**src/core/crossing_consts.vh**
```
// Constants for the zero-cross event logic.
// Assumes an APB slave with 32-bit data, byte addresses, one word per register.
`ifndef CROSSING_CONSTS_VH
`define CROSSING_CONSTS_VH
// Register byte offsets
`define ADDR_CONTROL    12'h000
`define ADDR_FLAGS      12'h004
`define ADDR_ENABLES    12'h008
`define ADDR_INTCTL     12'h00C
`define ADDR_STATUS     12'h010
// Control register fields
`define CTL_ENABLE      7
`define CTL_OUTPUT      5
`define CTL_INVERT      4
`define CTL_RISE        1
`define CTL_FALL        0
// Flag, enable and interrupt control fields
`define FLAG_BIT        4
`define INTCTL_GLOBAL   7
`define INTCTL_PERIPH   6
// Status register fields
`define STAT_ACTIVE     0
`define STAT_DRIVE      1
`define STAT_SINK       2
`define STAT_SLEEP      3
`define WORD_ZERO       32'h0000_0000
`endif

```
**src/core/zero_cross_event_logic.v**
```verilog
// Zero-cross detector digital side with an APB register slave.
// Assumes sink_active arrives asynchronously from the analog sense stage.
//
// Implementation choices: the register addresses and the APB register port.
`timescale 1ns/1ps
`include "crossing_consts.vh"

module zero_cross_event_logic (
  input  wire        pclk,
  input  wire        presetn,
  input  wire        psel,
  input  wire        penable,
  input  wire        pwrite,
  input  wire [11:0] paddr,
  input  wire [31:0] pwdata,
  output reg  [31:0] prdata,
  output reg         pready,
  output reg         pslverr,
  input  wire        sink_active,
  input  wire        crossing_detector_config_n,
  input  wire        sleep_mode,
  input  wire        pin_dir_out,
  input  wire        pin_select_out,
  output reg         detector_active,
  output reg         pin_drive_current,
  output reg         pin_output_enable,
  output reg         crossing_logic_output,
  output reg         irq
);

  reg        enable_bit;
  reg        output_invert;
  reg        rise_irq_enable;
  reg        fall_irq_enable;
  reg        crossing_irq_flag;
  reg        crossing_irq_enable;
  reg        peripheral_irq_enable;
  reg        global_irq_enable;
  reg        sync_first;
  reg        sync_second;
  reg        prev_output;
  reg        config_n_seen;
  wire       adjusted_output;
  wire       rise_edge;
  wire       fall_edge;
  wire       set_flag;
  wire       wr;
  wire       rd;
  wire       mapped;
  wire       clear_flag;
  wire       active_now;
  wire       next_irq;
  reg [31:0] next_rdata;

  assign wr = psel & penable & pwrite & ~pready;
  assign rd = psel & penable & ~pwrite & ~pready;
  assign mapped = (paddr == `ADDR_CONTROL) | (paddr == `ADDR_FLAGS) |
                  (paddr == `ADDR_ENABLES) | (paddr == `ADDR_INTCTL) |
                  (paddr == `ADDR_STATUS);

  always @(posedge pclk or negedge presetn) begin
    if (!presetn) begin
      sync_first <= 1'b0;
    end else begin
      sync_first <= sink_active;
    end
  end

  always @(posedge pclk or negedge presetn) begin
    if (!presetn) begin
      sync_second <= 1'b0;
    end else begin
      sync_second <= sync_first;
    end
  end

  assign adjusted_output = sync_second ^ output_invert;

  always @(posedge pclk or negedge presetn) begin
    if (!presetn) begin
      prev_output <= 1'b0;
    end else begin
      prev_output <= adjusted_output;
    end
  end

  assign rise_edge = adjusted_output & ~prev_output;
  assign fall_edge = ~adjusted_output & prev_output;
  wire       rise_hit;
  wire       fall_hit;
  assign rise_hit  = rise_edge & rise_irq_enable;
  assign fall_hit  = fall_edge & fall_irq_enable;
  assign set_flag  = rise_hit | fall_hit;
  assign clear_flag = wr & (paddr == `ADDR_FLAGS) & pwdata[`FLAG_BIT];

  // Configuration bit registered on every clock after reset release
  always @(posedge pclk or negedge presetn) begin
    if (!presetn) begin
      config_n_seen <= 1'b1;
    end else begin
      config_n_seen <= crossing_detector_config_n;
    end
  end

  assign active_now = ~config_n_seen | enable_bit;

  // Register write strobes
  wire       wr_control;
  wire       wr_enables;
  wire       wr_intctl;

  assign wr_control = wr & (paddr == `ADDR_CONTROL);
  assign wr_enables = wr & (paddr == `ADDR_ENABLES);
  assign wr_intctl  = wr & (paddr == `ADDR_INTCTL);

  always @(posedge pclk or negedge presetn) begin
    if (!presetn) begin
      enable_bit <= 1'b0;
    end else if (wr_control) begin
      enable_bit <= pwdata[`CTL_ENABLE];
    end
  end

  always @(posedge pclk or negedge presetn) begin
    if (!presetn) begin
      output_invert <= 1'b0;
    end else if (wr_control) begin
      output_invert <= pwdata[`CTL_INVERT];
    end
  end

  always @(posedge pclk or negedge presetn) begin
    if (!presetn) begin
      rise_irq_enable <= 1'b0;
    end else if (wr_control) begin
      rise_irq_enable <= pwdata[`CTL_RISE];
    end
  end

  always @(posedge pclk or negedge presetn) begin
    if (!presetn) begin
      fall_irq_enable <= 1'b0;
    end else if (wr_control) begin
      fall_irq_enable <= pwdata[`CTL_FALL];
    end
  end

  always @(posedge pclk or negedge presetn) begin
    if (!presetn) begin
      crossing_irq_enable <= 1'b0;
    end else if (wr_enables) begin
      crossing_irq_enable <= pwdata[`FLAG_BIT];
    end
  end

  always @(posedge pclk or negedge presetn) begin
    if (!presetn) begin
      peripheral_irq_enable <= 1'b0;
    end else if (wr_intctl) begin
      peripheral_irq_enable <= pwdata[`INTCTL_PERIPH];
    end
  end

  always @(posedge pclk or negedge presetn) begin
    if (!presetn) begin
      global_irq_enable <= 1'b0;
    end else if (wr_intctl) begin
      global_irq_enable <= pwdata[`INTCTL_GLOBAL];
    end
  end

  always @(posedge pclk or negedge presetn) begin
    if (!presetn) begin
      crossing_irq_flag <= 1'b0;
    end else if (set_flag) begin
      crossing_irq_flag <= 1'b1;
    end else if (clear_flag) begin
      crossing_irq_flag <= 1'b0;
    end
  end

  assign next_irq = crossing_irq_flag & crossing_irq_enable &
                    peripheral_irq_enable & global_irq_enable;

  // Read data mux
  always @* begin
    next_rdata = `WORD_ZERO;
    case (paddr)
      `ADDR_CONTROL: begin
        next_rdata[`CTL_ENABLE] = enable_bit;
        next_rdata[`CTL_OUTPUT] = adjusted_output;
        next_rdata[`CTL_INVERT] = output_invert;
        next_rdata[`CTL_RISE]   = rise_irq_enable;
        next_rdata[`CTL_FALL]   = fall_irq_enable;
      end
      `ADDR_FLAGS: begin
        next_rdata[`FLAG_BIT] = crossing_irq_flag;
      end
      `ADDR_ENABLES: begin
        next_rdata[`FLAG_BIT] = crossing_irq_enable;
      end
      `ADDR_INTCTL: begin
        next_rdata[`INTCTL_GLOBAL] = global_irq_enable;
        next_rdata[`INTCTL_PERIPH] = peripheral_irq_enable;
      end
      `ADDR_STATUS: begin
        next_rdata[`STAT_ACTIVE] = active_now;
        next_rdata[`STAT_DRIVE]  = active_now;
        next_rdata[`STAT_SINK]   = sync_second;
        next_rdata[`STAT_SLEEP]  = sleep_mode;
      end
      default: begin
        next_rdata = `WORD_ZERO;
      end
    endcase
  end

  // APB handshake states, one wait state
  localparam [1:0] ST_IDLE = 2'b01;
  localparam [1:0] ST_DONE = 2'b10;

  reg [1:0]  state;
  reg [1:0]  next_state;

  always @* begin
    next_state = ST_IDLE;
    case (state)
      ST_IDLE: begin
        if (psel & penable) begin
          next_state = ST_DONE;
        end
      end
      ST_DONE: begin
        next_state = ST_IDLE;
      end
      default: begin
        next_state = ST_IDLE;
      end
    endcase
  end

  always @(posedge pclk or negedge presetn) begin
    if (!presetn) begin
      state <= ST_IDLE;
    end else begin
      state <= next_state;
    end
  end

  // APB answer flops
  always @(posedge pclk or negedge presetn) begin
    if (!presetn) begin
      pready  <= 1'b0;
      pslverr <= 1'b0;
      prdata  <= `WORD_ZERO;
    end else begin
      pready  <= (next_state == ST_DONE);
      pslverr <= (next_state == ST_DONE) & ~mapped;
      if (rd) begin
        prdata <= next_rdata;
      end
    end
  end

  // Pin and status outputs, all registered

  always @(posedge pclk or negedge presetn) begin
    if (!presetn) begin
      detector_active <= 1'b0;
    end else begin
      detector_active <= active_now;
    end
  end

  always @(posedge pclk or negedge presetn) begin
    if (!presetn) begin
      pin_drive_current <= 1'b0;
    end else begin
      pin_drive_current <= active_now;
    end
  end

  always @(posedge pclk or negedge presetn) begin
    if (!presetn) begin
      pin_output_enable <= 1'b0;
    end else begin
      pin_output_enable <= active_now | (pin_dir_out & pin_select_out);
    end
  end

  always @(posedge pclk or negedge presetn) begin
    if (!presetn) begin
      crossing_logic_output <= 1'b0;
    end else begin
      crossing_logic_output <= adjusted_output;
    end
  end

  always @(posedge pclk or negedge presetn) begin
    if (!presetn) begin
      irq <= 1'b0;
    end else begin
      irq <= next_irq;
    end
  end

endmodule // zero_cross_event_logic

```
**config.mk**
```make
export PLATFORM = sky130hd
export DESIGN_NAME = zero_cross_event_logic
export DESIGN_NICKNAME = d
export VERILOG_FILES = /design/src/core/zero_cross_event_logic.v
export VERILOG_INCLUDE_DIRS = /design/src /design/src/core
export SDC_FILE = /design/constraint.sdc
export NUM_CORES = 1
export LEC_CHECK = 0
export BUFFER_PORTS_ARGS = -buffer_cell sky130_fd_sc_hd__buf_4
export CAP_MARGIN = 10
export CORE_MARGIN = 2
export CORE_UTILIZATION = 37
export CTS_CLUSTER_DIAMETER = 30
export CTS_CLUSTER_SIZE = 28
export DETAILED_ROUTE_END_ITERATION = 7
export GPL_TIMING_DRIVEN = 0
export PLACE_DENSITY = 0.76
export SLEW_MARGIN = 20
export SYNTH_ARGS = -nofsm -noshare
export SYNTH_HDL_FRONTEND = slang
export SYNTH_SLANG_ARGS = --single-unit
```
**constraint.sdc**
```tcl
create_clock -name pclk -period 1.5 [get_ports pclk]
set_clock_uncertainty 0.2 [all_clocks]
set_input_delay 0.075 -clock pclk [delete_from_list [all_inputs] [get_ports pclk]]
set_output_delay 0.075 -clock pclk [all_outputs]
set_load 0.02 [all_outputs]
```
=== Word level (Yosys, flattened, before mapping) ===
Cells that the tools add are included.
Widths: inputs -> output; s select.

* Register bits after elaboration: 27
* Output and inout port bits: 39
* Word-level logic and storage cells: 70

* Equality and inequality tests: 6
* Multiplexer cells: 10
* Bitwise gates (word level): 33
* Reduce and logical (&&, ||, !) cells: 2

{| class="wikitable"
|+ Operator list
! cell !! count
|-
| $eq 12x4->1 const B || 2
|-
| $and 1x1->1 || 19
|-
| $eq 12x3->1 const B || 1
|-
| $eq 12x5->1 const B || 1
|-
| $logic_not 12->1 || 1
|-
| $or 1x1->1 || 7
|-
| $mux 2 || 3
|-
| $not 1->1 || 6
|-
| $mux 1 || 4
|-
| $pmux 2 s2 || 1
|-
| $pmux 1 s3 || 1
|-
| $eq 2x1->1 const B || 1
|-
| $eq 2x2->1 const B || 1
|-
| $pmux 1 s2 || 1
|-
| $reduce_bool 2->1 || 1
|-
| $xor 1x1->1 || 1
|}

=== Longest topological paths before layout ===
* Word-level depth: 7
* Mapped depth: 5
* Depth with buffers taken out: 4

=== Least setup slack after synthesis ===
No wires, ideal clock.

* Kind: register to register
* Start point: register pready
* End point: register crossing_irq_enable
* Library setup time: 128 ps
* Data arrival time: 1327 ps
* Required time: 1172 ps
* Path slack: -154 ps
* Cell stages (with the launch flop): 5
* Buffers on the path: 0
* Cell sequence: dfrtp_1 and3b_1 nand4_1 nor3_1 mux2_1

* Cells in the longest elaborated chain, start to end: 3

{| class="wikitable"
|+ RTL lines
! item !! line !! text
|-
| from (decl) || zero_cross_event_logic.v:17 || <nowiki>output reg pready,</nowiki>
|-
| from (signal assigned) || zero_cross_event_logic.v:257 || <nowiki>pready <= (next_state == ST_DONE);</nowiki>
|-
| $not 1->1 || zero_cross_event_logic.v:55 || <nowiki>assign wr = psel & penable & pwrite & ~pready;</nowiki>
|-
| $and 1x1->1 || zero_cross_event_logic.v:55 ||
|-
| $and 1x1->1 || zero_cross_event_logic.v:113 || <nowiki>assign wr_enables = wr & (paddr == `ADDR_ENABLES);</nowiki>
|-
| to (signal assigned) || zero_cross_event_logic.v:152 || <nowiki>crossing_irq_enable <= pwdata[`FLAG_BIT];</nowiki>
|-
| to (decl) || zero_cross_event_logic.v:36 || <nowiki>reg crossing_irq_enable;</nowiki>
|}

No other way between the ends.
A chain may end at the register's enable or synchronous reset.

=== Final worst setup path ===
* Start point: register pready
* End point: register peripheral_irq_enable

* Cells in the longest elaborated chain, start to end: 3

{| class="wikitable"
|+ RTL lines
! item !! line !! text
|-
| $not 1->1 || zero_cross_event_logic.v:55 ||
|-
| $and 1x1->1 || zero_cross_event_logic.v:55 ||
|-
| $and 1x1->1 || zero_cross_event_logic.v:114 || <nowiki>assign wr_intctl = wr & (paddr == `ADDR_INTCTL);</nowiki>
|-
| to (signal assigned) || zero_cross_event_logic.v:160 || <nowiki>peripheral_irq_enable <= pwdata[`INTCTL_PERIPH];</nowiki>
|-
| to (decl) || zero_cross_event_logic.v:37 || <nowiki>reg peripheral_irq_enable;</nowiki>
|}

No other way between the ends.

==> flow_metrics.tcl <==
set metrics [dict create \
    cp.arrival_ns 1.70 \
    cts_buffers 3 \
    grt_usage 0.1528 \
    power_frac_seq 0.480 \
    cts_tree "built" \
    design.final.nets 268 \
    ys.flop_type "dfrtp_1" \
    synth_seq_area_share 0.4906 \
    async_reset_ff_frac 1.000 \
    wl_per_cell_um 11.24 \
    postRouteAntennaNets 0 \
    core_mm2 0.003390 \
    hold_class "primary input to register" \
    yosysWarningCount 0 \
    switching_share 0.2399 \
    worst_setup_path_end_kind "register" \
    largest_reg_flops 8 \
    die_w_um 63.99 \
    port_buffers 39 \
    grt_pass1_vias 1067 \
    root_buffer "clkbuf_4" \
    cts.sinks 26 \
    drv_slew 0 \
    ys_ff_latch 26 \
    rows 21 \
    n_fill_cell 280 \
    path_max_fanout 3 \
    diodes 0 \
    io_pins 93 \
    avgSynthCellArea_um2 10.82 \
    synth-edff-count 0 \
    dpl.cell_count 231 \
    synth_commonest_cells "buf_4 (25), dfrtp_1 (24), nand2_1 (17)" \
    setup_tns_ns -1.756 \
    place_ws_ns -0.2057 \
    antenna_found_initial 0 \
    hold_ws_ns -0.1004 \
    crit_path_start_kind "register" \
    grt_pass1_wl_um 4836 \
    place_congestion 0.7194 \
    violations "hold timing, setup timing" \
    setup_viol 11 \
    hpwl_um 2023 \
    leakagePower_uw 0.001059 \
    p_sw_uw 361.6 \
    drive_gt1_frac 0.4507 \
    rsz0062_at_grt "yes" \
    fp.dieArea_mm2 0.004094 \
    clock_latency_ns 0.32 \
    hold_viol_final 2 \
    area_delta_synth_final_pct 58.27 \
    clk_pin_slew_ns 0.15 \
    drt-total-wl_um 2911 \
    drt_iter0_drc 25 \
    drc_errors 0 \
    initial_core_util 0.3928 \
    cts_htree_levels 1 \
    yosysMostFrequentCell "buf_4" \
    max-cap-violations 0 \
    die_h_um 63.99 \
    period_share 1.125 \
    fin_cells 259 \
    clock_power_share 0.317 \
    worst_slack_ns -0.1874 \
    cts.path.max_buffers 2 \
    grt_max_degree 27 \
    p_comb_frac 0.203 \
    status "finished, violations left" \
    largest-register "prdata" \
    min_period_ns 1.687 \
    synth_cells 123 \
    num_vias 1090 \
    critPathRequiredTime_ns 1.51 \
    ys_types 34 \
    p_total_uw 1507 \
    synth_area_mm2 0.001331 \
    max_freq_mhz 592.6 \
    crit_type "register to register" \
    p_per_area_mw_per_mm2 715.4 \
    vdd_drop_max_mv 0.7774 \
    overflow 0 \
    yosysTopAreaCell "dfrtp_1" \
    dr.pass1.iters 4 \
    yosys-top-cells-area "dfrtp_1 (45%), buf_4 (14%), nand2_1 (4.8%)" \
    via_per_inst 4.208 \
    synth_top_area_share 0.4511 \
    power.internal_uw 1146 \
]
-- per-layer routing --
layer / global-route usage / vias to the layer above / share of wire
li1: - / 554 / -
met1: 0.1736 / 492 / 0.38
met2: 0.2826 / 42 / 0.55
met3: 0.04225 / 2 / 0.066
met4: 0.03261 / 0 / 0.0052
met5: 0 / - / 0
-- final timing paths --
| path | to | slack, ns | cells past startpoint | start |
|---|---|---|---|---|
| max in group asynchronous | config_n_seen$_DFF_PN1_ | 0.30 | 3 | presetn |
| min reg2reg | sync_second$_DFF_PN0_ | 0.16 | 0 | sync_first$_DFF_PN0_ |
| max reg2reg | peripheral_irq_enable$_DFFE_PN0P_ | -0.19 | 4 | pready$_DFF_PN0_ |
| min in group asynchronous | prdata[1]$_DFFE_PN0P_ | 0.50 | 3 | presetn |
| min | prdata[2]$_DFFE_PN0P_ | -0.10 | 4 | paddr[5] |
| max | peripheral_irq_enable$_DFFE_PN0P_ | -0.19 | 4 | pready$_DFF_PN0_ |
-- cell type report --
cell class / instances / area (µm²) / share of cell area
plain buffers: 27 / 203.9 / 0.09679
clock buffers: 3 / 22.52 / 0.01069
clock inverters: 1 / 30.03 / 0.01425
inverters: 3 / 11.26 / 0.005344
multi-input cells: 89 / 594.3 / 0.2821
flip-flops and latches: 26 / 654.4 / 0.3106
well taps: 46 / 57.56 / 0.02732
repair buffers: 64 / 533.0 / 0.2530
-- power groups by stage --
| stage | Combinational (µW) | Clock (µW) | Sequential [µW] |
|---|---|---|---|
| 2_1_floorplan | 144 | 0 | 745 |
| 3_3_place_gp | 247 | 0 | 736 |
| 3_5_place_dp | 249 | 0 | 736 |
| 4_1_cts | 300 | 486 | 723 |
| 5_1_grt | 329 | 526 | 725 |
| 6_report | 307 | 477 | 723 |
-- cell families after synthesis --
logic type | count (synthesis) | share of synthesized area
mux | 8 | 0.07801
simple gates | 41 | 0.1936
flops | 26 | 0.4906
other cells | 1 | 0.002817
buf+inv | 31 | 0.1645
xor+xnor | 1 | 0.006580
compound gates | 15 | 0.06392
-- through the flow --
stage | util | instance area (µm²)
after floorplan | - | 1420
after global placement | 0.5223 | 1770
after detailed placement | 0.5223 | 1770
after CTS | 0.6131 | 2078
after global routing | 0.6216 | 2107
final | 0.6216 | 2107
-- cells in the final DEF (no fill, tap or decap), types with 2 or more instances in the layout --
master	instances
nor4_4	2
nor2b_1	2
o21ai_0	3
nand3b_1	3
mux2_4	7
inv_1	3
buf_4	68
conb_1	24
nor2_1	3
o21ai_1	7
dlygate4sd3_1	21
nand4_1	3
clkbuf_4	3
dfstp_2	2
nand2_1	16
dfrtp_1	23
nor3_2	2
-- repair_timing --
item	in CTS	in global routing
pin swaps	4	7
cloned	0	0
endpoints found under the setup margin	13	16
hold endpoints to repair	46	8
hold buffers	20	1
gates resized for setup	9	4
setup buffers	3	1
-- worst max-delay path, cell delays in order (launching register included) --
cell     delay (ns)
dfrtp_2        0.45
and3b_2        0.25
nand4_1        0.16
nor2_2         0.20
mux2_4         0.32
(Power assumes the default switching activity.)
